File: src/design/ctwo_pkg.sv
// Constants for the transfer, test and wait instruction core.
// Assumes one core clock; each clock is one processor bus cycle.
package ctwo_pkg;
  // ---------------------------------------------------------------
  // Opcodes and cycle counts
  // ---------------------------------------------------------------
  localparam logic [7:0] OP_FLAGS_TO_A = 8'h07;
  localparam logic [7:0] OP_TEST_A = 8'h4d;
  localparam logic [7:0] OP_TEST_B = 8'h5d;
  localparam logic [7:0] OP_TEST_EXT = 8'h7d;
  localparam logic [7:0] OP_TEST_IDX = 8'h6d;
  localparam logic [7:0] OP_SP_TO_IX = 8'h30;
  localparam logic [7:0] OP_IX_TO_SP = 8'h35;
  localparam logic [7:0] OP_SLEEP = 8'h3e;
  localparam logic [3:0] CYC_SHORT = 4'h2;
  localparam logic [3:0] CYC_XFER = 4'h3;
  localparam logic [3:0] CYC_MEM = 4'h6;
  localparam logic [3:0] CYC_SLEEP = 4'h9;
  localparam logic [3:0] CYC_PUSH_FIRST = 4'h3;
  localparam logic [3:0] CYC_OPND = 4'h4;
  // ---------------------------------------------------------------
  // Flag positions and reset values
  // ---------------------------------------------------------------
  localparam int FLG_H = 5;
  localparam int FLG_I = 4;
  localparam int FLG_N = 3;
  localparam int FLG_Z = 2;
  localparam int FLG_V = 1;
  localparam int FLG_C = 0;
  localparam logic [5:0] RST_FLAGS = 6'h10;
  localparam logic [15:0] RST_PC = 16'h0000;
  localparam logic [15:0] RST_SP = 16'h00ff;
  // ---------------------------------------------------------------
  // Register map (byte addresses)
  // ---------------------------------------------------------------
  localparam logic [4:0] OFS_CTRL = 5'h00;
  localparam logic [4:0] OFS_STAT = 5'h04;
  localparam logic [4:0] OFS_ACC = 5'h08;
  localparam logic [4:0] OFS_IXSP = 5'h0c;
  localparam logic [4:0] OFS_PC = 5'h10;
  localparam int CTRL_RUN = 0;
  localparam logic RST_RUN = 1'b1;
  typedef enum logic [2:0] {
    ST_FETCH = 3'b000,
    ST_EXEC = 3'b001,
    ST_WAIT = 3'b010,
    ST_VEC_HI = 3'b011,
    ST_VEC_LO = 3'b100,
    ST_IDLE = 3'b101
  } ctwo_state_e;
endpackage

File: src/design/ctwo_core.sv
// Processor core slice: flag copy, test, stack/index moves, sleep.
// Assumes async-read memory (data valid in the cycle of the address)
// and interrupt lines synchronous to core_clk.
//
// Design decisions made here: the placing of the registers and the Avalon-MM interface to the registers.
`timescale 1ns/1ps
`default_nettype none
module ctwo_core
  import ctwo_pkg::*;
#(
  parameter logic [15:0] VEC_NMI = 16'hfff0, // Plain default
  parameter logic [15:0] VEC_MASKABLE_REQUEST_1 = 16'hfff2, // Plain default
  parameter logic [15:0] VEC_IRQ2 = 16'hfff4 // Plain default
) (
  input wire logic core_clk, // Bus cycle clock
  input wire logic srst, // Sync reset, high
  output logic [15:0] mem_addr, // Memory address
  output logic mem_rd, // Memory read
  output logic mem_wr, // Memory write
  output logic [7:0] mem_wdata, // Write data
  input wire logic [7:0] mem_rdata, // Read data, same cycle
  input wire logic nmi_n, // Nonmaskable request, low
  input wire logic maskable_request_1_n, // Maskable line 1, low
  input wire logic maskable_request_2_n, // Maskable line 2, low
  output logic wait_state, // Core is sleeping
  input wire logic [4:0] avs_address, // Byte address
  input wire logic avs_read, // Read request
  input wire logic avs_write, // Write request
  input wire logic [31:0] avs_writedata, // Write data
  input wire logic [3:0] avs_byteenable, // Byte lanes
  output logic [31:0] avs_readdata, // Read data
  output logic avs_waitrequest // Stall
);
  import ctwo_pkg::*;

  ctwo_state_e st_reg, st_next;
  logic [3:0] cnt_reg, cnt_next;
  logic [7:0] op_reg, op_next;
  logic [15:0] pc_reg, pc_next;
  logic [15:0] sp_reg, sp_next;
  logic [15:0] ix_reg, ix_next;
  logic [15:0] ea_reg, ea_next;
  logic [7:0] a_reg, a_next;
  logic [7:0] b_reg, b_next;
  logic [7:0] opnd_reg, opnd_next;
  logic [5:0] flags_reg, flags_next;
  logic [15:0] addr_next;
  logic rd_next, wr_next;
  logic [7:0] wdata_next;
  logic run_reg;
  logic wake;

  function automatic logic [5:0] test_flags(input logic [5:0] f,
                                            input logic [7:0] v);
    logic [5:0] r;
    r = f;
    r[FLG_N] = v[7];
    r[FLG_Z] = (v == 8'h00);
    r[FLG_V] = 1'b0;
    r[FLG_C] = 1'b0;
    return r;
  endfunction

  // ---------------------------------------------------------------
  // Next-state logic
  // ---------------------------------------------------------------
  assign wake = !nmi_n || (!flags_reg[FLG_I] &&
    (!maskable_request_1_n || !maskable_request_2_n));

  always_comb begin
    logic fin;
    logic [3:0] idx;
    fin = 1'b0;
    idx = 4'h0;
    st_next = st_reg;
    cnt_next = cnt_reg + 4'h1;
    op_next = op_reg;
    pc_next = pc_reg;
    sp_next = sp_reg;
    ix_next = ix_reg;
    ea_next = ea_reg;
    a_next = a_reg;
    b_next = b_reg;
    opnd_next = opnd_reg;
    flags_next = flags_reg;
    case (st_reg)
      ST_FETCH: begin
        op_next = mem_rdata;
        pc_next = pc_reg + 16'h0001;
        cnt_next = CYC_SHORT;
        st_next = ST_EXEC;
      end
      ST_EXEC: begin
        case (op_reg)
          OP_FLAGS_TO_A: begin
            a_next = {2'b11, flags_reg};
            fin = 1'b1;
          end
          OP_TEST_A: begin
            flags_next = test_flags(flags_reg, a_reg);
            fin = 1'b1;
          end
          OP_TEST_B: begin
            flags_next = test_flags(flags_reg, b_reg);
            fin = 1'b1;
          end
          OP_TEST_EXT, OP_TEST_IDX: begin
            if (cnt_reg == CYC_SHORT) begin
              pc_next = pc_reg + 16'h0001;
              if (op_reg == OP_TEST_EXT) begin
                ea_next = {mem_rdata, 8'h00};
              end else begin
                ea_next = ix_reg + {8'h00, mem_rdata};
              end
            end
            if (cnt_reg == CYC_XFER && op_reg == OP_TEST_EXT) begin
              pc_next = pc_reg + 16'h0001;
              ea_next = {ea_reg[15:8], mem_rdata};
            end
            if (cnt_reg == CYC_OPND) begin
              opnd_next = mem_rdata;
            end
            if (cnt_reg == CYC_MEM) begin
              flags_next = test_flags(flags_reg, opnd_reg);
              fin = 1'b1;
            end
          end
          OP_SP_TO_IX: begin
            if (cnt_reg == CYC_XFER) begin
              ix_next = sp_reg + 16'h0001;
              fin = 1'b1;
            end
          end
          OP_IX_TO_SP: begin
            if (cnt_reg == CYC_XFER) begin
              sp_next = ix_reg - 16'h0001;
              fin = 1'b1;
            end
          end
          OP_SLEEP: begin
            if (cnt_reg >= CYC_PUSH_FIRST) begin
              sp_next = sp_reg - 16'h0001;
            end
            if (cnt_reg == CYC_SLEEP) begin
              st_next = ST_WAIT;
            end
          end
          default: fin = 1'b1;
        endcase
      end
      ST_WAIT: begin
        if (wake) begin
          flags_next[FLG_I] = 1'b1;
          st_next = ST_VEC_HI;
          if (!nmi_n) begin
            ea_next = VEC_NMI;
          end else if (!maskable_request_1_n) begin
            ea_next = VEC_MASKABLE_REQUEST_1;
          end else begin
            ea_next = VEC_IRQ2;
          end
        end
      end
      ST_VEC_HI: begin
        pc_next = {mem_rdata, pc_reg[7:0]};
        st_next = ST_VEC_LO;
      end
      ST_VEC_LO: begin
        pc_next = {pc_reg[15:8], mem_rdata};
        fin = 1'b1;
      end
      ST_IDLE: begin
        if (run_reg) begin
          st_next = ST_FETCH;
        end
      end
      default: st_next = ST_IDLE;
    endcase
    if (fin) begin
      st_next = run_reg ? ST_FETCH : ST_IDLE;
    end
    // Bus plan for the coming cycle
    rd_next = 1'b0;
    wr_next = 1'b0;
    addr_next = mem_addr;
    wdata_next = mem_wdata;
    if (st_next == ST_FETCH) begin
      rd_next = 1'b1;
      addr_next = pc_next;
    end else if (st_next == ST_VEC_HI) begin
      rd_next = 1'b1;
      addr_next = ea_next;
    end else if (st_next == ST_VEC_LO) begin
      rd_next = 1'b1;
      addr_next = ea_reg + 16'h0001;
    end else if (st_next == ST_EXEC) begin
      if ((op_next == OP_TEST_EXT || op_next == OP_TEST_IDX) &&
          (cnt_next == CYC_SHORT || cnt_next == CYC_OPND ||
           (cnt_next == CYC_XFER && op_next == OP_TEST_EXT))) begin
        rd_next = 1'b1;
        addr_next = (cnt_next == CYC_OPND) ? ea_next : pc_next;
      end
      if (op_next == OP_SLEEP && cnt_next >= CYC_PUSH_FIRST) begin
        wr_next = 1'b1;
        addr_next = sp_next;
        idx = cnt_next - CYC_PUSH_FIRST;
        case (idx)
          4'h0: wdata_next = pc_next[7:0];
          4'h1: wdata_next = pc_next[15:8];
          4'h2: wdata_next = ix_next[7:0];
          4'h3: wdata_next = ix_next[15:8];
          4'h4: wdata_next = a_next;
          4'h5: wdata_next = b_next;
          default: wdata_next = {2'b11, flags_next};
        endcase
      end
    end
  end

  // ---------------------------------------------------------------
  // Core state
  // ---------------------------------------------------------------
  always_ff @(posedge core_clk) begin
    if (srst) begin
      st_reg <= ST_FETCH;
      cnt_reg <= 4'h0;
      op_reg <= 8'h00;
      pc_reg <= RST_PC;
      sp_reg <= RST_SP;
      ix_reg <= 16'h0000;
      ea_reg <= 16'h0000;
      a_reg <= 8'h00;
      b_reg <= 8'h00;
      opnd_reg <= 8'h00;
      flags_reg <= RST_FLAGS;
    end else begin
      st_reg <= st_next;
      cnt_reg <= cnt_next;
      op_reg <= op_next;
      pc_reg <= pc_next;
      sp_reg <= sp_next;
      ix_reg <= ix_next;
      ea_reg <= ea_next;
      a_reg <= a_next;
      b_reg <= b_next;
      opnd_reg <= opnd_next;
      flags_reg <= flags_next;
    end
  end

  always_ff @(posedge core_clk) begin
    if (srst) begin
      mem_addr <= RST_PC;
      mem_rd <= 1'b1;
      mem_wr <= 1'b0;
      mem_wdata <= 8'h00;
      wait_state <= 1'b0;
    end else begin
      mem_addr <= addr_next;
      mem_rd <= rd_next;
      mem_wr <= wr_next;
      mem_wdata <= wdata_next;
      wait_state <= (st_next == ST_WAIT);
    end
  end

  // ---------------------------------------------------------------
  // Avalon-MM slave, one wait cycle per access
  // ---------------------------------------------------------------
  always_ff @(posedge core_clk) begin
    if (srst) begin
      avs_waitrequest <= 1'b1;
      avs_readdata <= 32'h0000_0000;
      run_reg <= RST_RUN;
    end else begin
      avs_waitrequest <= !((avs_read || avs_write) && avs_waitrequest);
      if (avs_read && avs_waitrequest) begin
        case (avs_address)
          OFS_CTRL: avs_readdata <= {31'h0, run_reg};
          OFS_STAT: avs_readdata <= {21'h0, st_reg, 2'b11, flags_reg};
          OFS_ACC: avs_readdata <= {16'h0, b_reg, a_reg};
          OFS_IXSP: avs_readdata <= {sp_reg, ix_reg};
          OFS_PC: avs_readdata <= {16'h0, pc_reg};
          default: avs_readdata <= 32'h0000_0000;
        endcase
      end
      if (avs_write && !avs_waitrequest && avs_address == OFS_CTRL &&
          avs_byteenable[0]) begin
        run_reg <= avs_writedata[CTRL_RUN];
      end
    end
  end

  logic at_fetch;
  assign at_fetch = st_reg == ST_FETCH && run_reg;
endmodule // ctwo_core
`default_nettype wire

File: config.mk
export PLATFORM = sky130hd
export DESIGN_NAME = ctwo_core
export DESIGN_NICKNAME = d
export VERILOG_FILES = /design/src/design/ctwo_pkg.sv /design/src/design/ctwo_core.sv
export SDC_FILE = /design/constraint.sdc
export NUM_CORES = 1
export LEC_CHECK = 0
export BUFFER_PORTS_ARGS = -buffer_cell sky130_fd_sc_hd__buf_2
export CORE_ASPECT_RATIO = 0.8
export CORE_UTILIZATION = 60
export DETAILED_ROUTE_END_ITERATION = 10
export PLACE_DENSITY_LB_ADDON = 0.12
export SYNTH_ARGS = -nofsm -noshare
export SYNTH_HDL_FRONTEND = slang
export SYNTH_SLANG_ARGS = --single-unit
File: constraint.sdc
create_clock -name core_clk -period 5.3 [get_ports core_clk]
set_clock_uncertainty 0.1 [all_clocks]
set_input_delay 0.795 -clock core_clk [delete_from_list [all_inputs] [get_ports core_clk]]
set_output_delay 0.795 -clock core_clk [all_outputs]
set_load 0.05 [all_outputs]
[Word-level counts from Yosys, hierarchy flattened]
Cells that the tools add are included.
Word-level totals
  flip-flop bits (word level): 162
  input bits: 56
  output and inout bits: 60
Cells by class
  add/sub/neg operators: 8
  magnitude comparators: 2
  equal/unequal tests: 37
  muxes and demuxes: 51
  bitwise logic cells: 4
  reductions and logical operators: 37
Operators with widths (count)
  16-bit 2-to-1 mux: 22
  32-bit case mux with 5 select lines: 1
  16-bit case mux with 2 select lines: 2
  16-bit case mux with 4 select lines: 1
  16-bit by 1-bit adder with 16-bit output (second input constant): 3
  8-bit by 7-bit equality test with 1-bit output (second input constant): 6
  8-bit case mux with 6 select lines: 1
  8-bit by 6-bit equality test with 1-bit output (second input constant): 4
  16-bit by 1-bit subtractor with 16-bit output (second input constant): 2
  4-bit by 2-bit equality test with 1-bit output (second input constant): 6
  8-bit 2-to-1 mux: 3
  3-bit 2-to-1 mux: 7
  4-bit by 3-bit equality test with 1-bit output (second input constant): 5
  3-bit case mux with 6 select lines: 1
  16-bit by 8-bit adder with 16-bit output: 1
  8-bit zero test: 2
  3-bit by 2-bit equality test with 1-bit output (second input constant): 4
  4-bit 2-to-1 mux: 3
  4-bit case mux with 3 select lines: 1
  5-bit by 4-bit equality test with 1-bit output (second input constant): 2
  1-bit logical AND: 10
  3-bit equality test (second input constant): 3
  8-bit by 3-bit equality test with 1-bit output (second input constant): 1
  4-bit by 2-bit >= comparator with 1-bit output (second input constant): 2
  24 further kinds: 46

[Depth between registers and ports, before layout]
  depth in word-level cells: 13
  gate-level depth with buffers: 13
  gate-level depth less buffers: 11

[Worst setup path after synthesis]
No wires, ideal clock.
  path type: in2reg
  start point: in mem_rdata[4]
  end point: reg mem_addr[11]
  arrival time: 2855 ps
  data required time: 5109 ps
  path slack: 2254 ps
  stages on the path: 9
  cell sequence: ha_1 and3_1 a211o_1 o32a_1 mux2i_1 o31a_1 o21ai_0 o21ai_0 a311oi_1
Between the ends
  longest elaborated chain between the ends: 13
  elaborated cells on any way between the ends: 24
RTL lines
  from (decl): RTL line ctwo_core.sv:21  | input wire logic [7:0] mem_rdata,
  16-bit by 8-bit adder with 16-bit output: RTL line ctwo_core.sv:113  | ea_next = ix_reg + {8'h00, mem_rdata};
  16-bit 2-to-1 mux: RTL line ctwo_core.sv:110  | if (op_reg == OP_TEST_EXT) begin
  16-bit 2-to-1 mux: RTL line ctwo_core.sv:108  | if (cnt_reg == CYC_SHORT) begin
  16-bit 2-to-1 mux: RTL line ctwo_core.sv:116  | if (cnt_reg == CYC_XFER && op_reg == OP_TEST_EXT) begin
  16-bit 2-to-1 mux: RTL line ctwo_core.sv:94  | case (op_reg)
  16-bit case mux with 2 select lines: RTL line ctwo_core.sv:86  | case (st_reg)
  16-bit 2-to-1 mux: RTL line ctwo_core.sv:201  | addr_next = (cnt_next == CYC_OPND) ? ea_next : pc_next;
  16-bit 2-to-1 mux: RTL line ctwo_core.sv:197  | if ((op_next == OP_TEST_EXT || op_next == OP_TEST_IDX) &&
  16-bit 2-to-1 mux: RTL line ctwo_core.sv:203  | if (op_next == OP_SLEEP && cnt_next >= CYC_PUSH_FIRST) begin
  16-bit 2-to-1 mux: RTL line ctwo_core.sv:196  | end else if (st_next == ST_EXEC) begin
  16-bit 2-to-1 mux: RTL line ctwo_core.sv:193  | end else if (st_next == ST_VEC_LO) begin
  16-bit 2-to-1 mux: RTL line ctwo_core.sv:190  | end else if (st_next == ST_VEC_HI) begin
  16-bit 2-to-1 mux: RTL line ctwo_core.sv:187  | if (st_next == ST_FETCH) begin
  to (signal assigned): RTL line ctwo_core.sv:259  | mem_addr <= addr_next;
  to (decl): RTL line ctwo_core.sv:17  | output logic [15:0] mem_addr,
Several ways; a longest one is shown, not always the timed one. The select of a mux whose other input is x is not followed.
A chain may end at the register's enable or synchronous reset.

[Final worst setup path]
  start point: reg cnt_reg[0]
  end point: reg mem_addr[11]
Between the ends
  longest elaborated chain between the ends: 12
  elaborated cells on any way between the ends: 51
RTL lines
  from (decl): RTL line ctwo_core.sv:37  | logic [3:0] cnt_reg, cnt_next;
  from (signal assigned): RTL line ctwo_core.sv:238  | cnt_reg <= cnt_next;
  branches (longest 12 deep; another with 4-bit by 1-bit adder with 4-bit output)
Several ways; the timed one is not identified. The select of a mux whose other input is x is not followed.

==> results.cfg <==
[run_status]
status = finished, final reports clean

[die]
die-width_um = 150
initial_core_utilization = 0.624
die_area_um2 = 18100
coreArea_um2 = 16900
core.rowCount = 42
ios = 116
die-height_um = 120

[synth]
synthSimpleGateAreaFrac = 0.285
synthAdderAreaFrac = 0.0221
synthDistinctLibCells = 94
synth_top_family_by_area = simple AND/OR/NAND/NOR gates
postSynthAreaPerCell_um2 = 7.64
net_count_after_synthesis = 1451
synth_seq_area_share = 0.306
synth_compound_gate_area_share = 0.265
synth-xor-area-share = 0.0416
fraction_of_synthesis_flops_using_an_asynchronous_set_or_reset_pin = 0
synth.area.top_cells = sky130_fd_sc_hd__dfxtp_1 (31%), sky130_fd_sc_hd__nor2_1 (6.1%), sky130_fd_sc_hd__a21oi_1 (5.3%)
syn-cell-area_um2 = 10500
yosys_register_bits = 161
multiplexer_fraction_of_the_synthesized_cell_area = 0.0302
synth_edf_count = 0
yosysWarnings = 0
ys_dominant_reg_cell = sky130_fd_sc_hd__dfxtp_1
synthDominantCellAreaShare = 0.306
synthCells = 1377
yosys.area.top_type = sky130_fd_sc_hd__dfxtp_1

[critical_path]
crit_type = reg -> reg
worst_ep_required_time_ns = 5.56
cp_slowest_cell = sky130_fd_sc_hd__nor2_2
cp.buffers_inverters = 1
regToRegSetupSlack_ns = 1.09
cp-start-kind = flop
critPathTopFamily = simple AND/OR/NAND/NOR gates
path_cells = ha_1, nor3b_2, buf_4, nand2_1, a21oi_1, or3_1, o211ai_2, nor2_2, nor2_1, a311oi_1
worstReg2RegEnd = mem_addr[11]$_SDFFE_PP0P_
worst-r2r-cell-count = 10
start_of_the_worst_register_to_register_path = cnt_reg[0]$_SDFF_PP0_
worst_path_largest_cell_delay_ns = 0.59
critPathArrivalTime_ns = 4.47
crit_path_end_kind = flop
worstPathMaxFanout = 21

[pwr]
clkPwrFrac = 0.290
switching_portion_of_total_power = 0.452
netSwitchingPower_uw = 2010
max-vdd-ir-drop_mv = 0.224
power.sequential.fraction = 0.332
power-per-cell-area_nw_per_um2 = 386
pwr-share-comb = 0.378
power.leakage_uw = 0.00452
internal_power_uw = 2440

[min_path]
hold_end = avs_readdata[24]$_SDFFE_PP0P_
hold_path.class = reg -> reg
worst_hold_path.num_cells = 2
hold_path_startpoint = avs_readdata[24]$_SDFFE_PP0P_

[timing]
maxSlewHeadroom = 0.0933
final.setup.tns_ns = 0
final_critical_path_setup_slack_ns = 1.09
clock.fmax_mhz = 237
finalHoldViolCount = 0
layout_worst_path_cycle_share = 0.795
finalCriticalPeriod_ns = 4.21
transition_at_the_pin_with_the_smallest_max_transition_slack_ns = 1.35
setup_viol_count_final = 0
unrepaired_setup_endpoints_after_global_routing = no
drv_slew = 0

[drt]
route.detailed.wl_per_inst_um = 26.2
dr.first_iter.drc_count = 1931
route.vias.total = 11804
vias_per_cell = 7.25
antenna_violating_nets_post_route = 0
route.final.wire_length_mm = 42.6
drt-pass1-iter-count = 8
route.detailed.drc = 0

[finish]
area_growth_pct = 9.82
number_of_filler_instances_in_the_final_layout = 1476
top_register = avs_readdata
layout-drive-gt1-share = 0.126
antenna_cells = 0
largest_register_ff_count = 32
final_net_count = 1470

[global_route]
groute.usage.overall = 0.474
globalRoute.totalOverflow = 0
grt_pass1_vias = 10561
antenna_found_initial = 1
grt_first_pass_wirelength_mm = 63.2
grt_start_max_net_pins = 96

[place]
post_placement_setup_slack_ns = 1.45
finalWeightedCongestion = 1.04
buffer_ports.inserted = 81
dp.final_hpwl_mm = 30.7

[cts]
buffer_depth_of_the_longest_clock_path = 2
post_cts_resize_count = 0
cts_hold_buf = 0
worst_setup_hold_path_clk_slew_ns = 0.08
cts_buffers = 17
cts_num_sinks = 161
clock_latency_ns = 0.46
clk_root_buffer_cell = sky130_fd_sc_hd__clkbuf_16
post-cts-setup-buffer-count = 0
tritoncts = yes
clock_tree.htree_level_count = 4

[flow_run]
maxCapViolCount = 0
==> cell families (layout without fill, tap and decap cells) <==
logic type               count (synthesis)  in the layout
AO/OA/AOI/OAI                          398            398
XOR/XNOR                                50             50
adder cells (fa/ha/maj)                 18             18
buffers and inverters                  127            159
flip-flops                             161            161
multiplexers                            30             30
AND/OR/NAND/NOR                        593            593
==> synthesized netlist by cell type, drive strengths merged (6+ instances only) <==
cell type	count
nor3	49
or3	15
and3	24
o32ai	7
a31oi	12
and2	22
nor4	18
clkbuf	70
nor3b	13
a21boi	6
buf	31
o21ai	63
nand3b	6
a22oi	12
nand2	134
o31ai	8
a31o	6
inv	26
a41oi	6
dfxtp	161
xor2	23
a222oi	12
and4	11
nand2b	9
o31a	9
o221ai	8
o22ai	19
mux2i	26
a211oi	20
or4	10
o211ai	13
or2	6
a21oi	111
nor2	172
a21o	13
xnor2	27
nand3	64
nor2b	6
ha	17
a221oi	11
a211o	8
nand4	18
==> placed cells by master (no fill, tap or decap), types with 9 or more instances in the layout <==
| cell type | netlist | layout |
|---|---|---|
| sky130_fd_sc_hd__nand2_1 | 133 | 133 |
| sky130_fd_sc_hd__nor3_1 | 44 | 43 |
| sky130_fd_sc_hd__mux2i_1 | 25 | 25 |
| sky130_fd_sc_hd__nand4_1 | 18 | 18 |
| sky130_fd_sc_hd__buf_4 | 4 | 21 |
| sky130_fd_sc_hd__dfxtp_1 | 161 | 161 |
| sky130_fd_sc_hd__a21o_1 | 13 | 13 |
| sky130_fd_sc_hd__o22ai_1 | 19 | 19 |
| sky130_fd_sc_hd__ha_1 | 17 | 17 |
| sky130_fd_sc_hd__a222oi_1 | 12 | 12 |
| sky130_fd_sc_hd__and4_1 | 11 | 11 |
| sky130_fd_sc_hd__buf_2 | 20 | 80 |
| sky130_fd_sc_hd__nor4_1 | 17 | 16 |
| sky130_fd_sc_hd__or4_1 | 9 | 9 |
| sky130_fd_sc_hd__nand2b_1 | 9 | 9 |
| sky130_fd_sc_hd__nand3_1 | 64 | 64 |
| sky130_fd_sc_hd__and3_1 | 24 | 24 |
| sky130_fd_sc_hd__or3_1 | 15 | 15 |
| sky130_fd_sc_hd__a22oi_1 | 12 | 12 |
| sky130_fd_sc_hd__xor2_1 | 23 | 23 |
| sky130_fd_sc_hd__o21ai_0 | 56 | 56 |
| sky130_fd_sc_hd__a221oi_1 | 10 | 10 |
| sky130_fd_sc_hd__inv_1 | 26 | 26 |
| sky130_fd_sc_hd__nor3b_1 | 12 | 11 |
| sky130_fd_sc_hd__xnor2_1 | 27 | 27 |
| sky130_fd_sc_hd__a211oi_1 | 20 | 20 |
| sky130_fd_sc_hd__a21oi_1 | 111 | 111 |
| sky130_fd_sc_hd__nor2_1 | 171 | 170 |
| sky130_fd_sc_hd__and2_1 | 21 | 21 |
| sky130_fd_sc_hd__o31a_1 | 9 | 9 |
| sky130_fd_sc_hd__o211ai_1 | 12 | 12 |
| sky130_fd_sc_hd__a31oi_1 | 12 | 12 |
| sky130_fd_sc_hd__clkbuf_16 | 0 | 17 |
==> power by group through the flow <==
| stage | logic (uW) | registers [uW] | clock network, uW |
|---|---|---|---|
| after global routing | 1760 | 1480 | 1330 |
| after floorplan | 1150 | 1480 | 0 |
| final | 1690 | 1480 | 1290 |
| after global placement | 1580 | 1490 | 0 |
| after CTS | 1600 | 1460 | 1290 |
| after detailed placement | 1590 | 1490 | 0 |
==> metal layers <==
layer | part of all wire | track usage | wire length [um]
met1 | 0.38 | 0.638 | 16300
met2 | 0.41 | 0.676 | 17300
met3 | 0.16 | 0.160 | 6730
met4 | 0.054 | 0.218 | 2310
met5 | 0.00038 | 0 | 16
==> worst max-delay path by stage <==
stage	cells past startpoint	start	slack, ns	to
final	10	cnt_reg[0]$_SDFF_PP0_	1.09	mem_addr[11]$_SDFFE_PP0P_
after global routing	10	cnt_reg[0]$_SDFF_PP0_	1.04	mem_addr[11]$_SDFFE_PP0P_
after CTS	10	cnt_reg[0]$_SDFF_PP0_	1.38	mem_addr[11]$_SDFFE_PP0P_
after detailed placement	10	cnt_reg[0]$_SDFF_PP0_	1.45	mem_addr[11]$_SDFFE_PP0P_
after global placement	10	cnt_reg[0]$_SDFF_PP0_	1.50	mem_addr[11]$_SDFFE_PP0P_
after floorplan	9	mem_rdata[4]	2.25	mem_addr[11]$_SDFFE_PP0P_
==> cell type report <==
cell class	instances	area (um2)	share of cell area
Multi-Input combinational cell	1089	6790	0.587
Sequential cell	161	3220	0.279
Timing Repair Buffer	101	558	0.0483
Clock buffer	17	425	0.0368
Tap cell	220	275	0.0238
Clock inverter	15	190	0.0165
Inverter	26	97.6	0.00844
==> through the flow <==
step	utilization	total power [uW]	instance area [um2]	instances	hold WS (ns)
2_1_floorplan	-	2630	10500	1377	0.340
3_3_place_gp	0.649	3060	10900	1597	0.337
3_5_place_dp	0.649	3080	10900	1597	0.342
4_1_cts	0.685	4350	11600	1629	0.351
5_1_grt	0.685	4570	11600	1629	0.378
6_report	0.685	4460	11600	1629	0.350
==> worst register-to-register path, stage by stage, from the launching register on <==
cell and delay (ns):
sky130_fd_sc_hd__dfxtp_1 0.57, sky130_fd_sc_hd__ha_1 0.46, sky130_fd_sc_hd__nor3b_2 0.24, sky130_fd_sc_hd__buf_4 0.30
sky130_fd_sc_hd__nand2_1 0.16, sky130_fd_sc_hd__a21oi_1 0.38, sky130_fd_sc_hd__or3_1 0.46, sky130_fd_sc_hd__o211ai_2 0.24
sky130_fd_sc_hd__nor2_2 0.59, sky130_fd_sc_hd__nor2_1 0.32, sky130_fd_sc_hd__a311oi_1 0.29
Power figures use the tool's default switching activity.
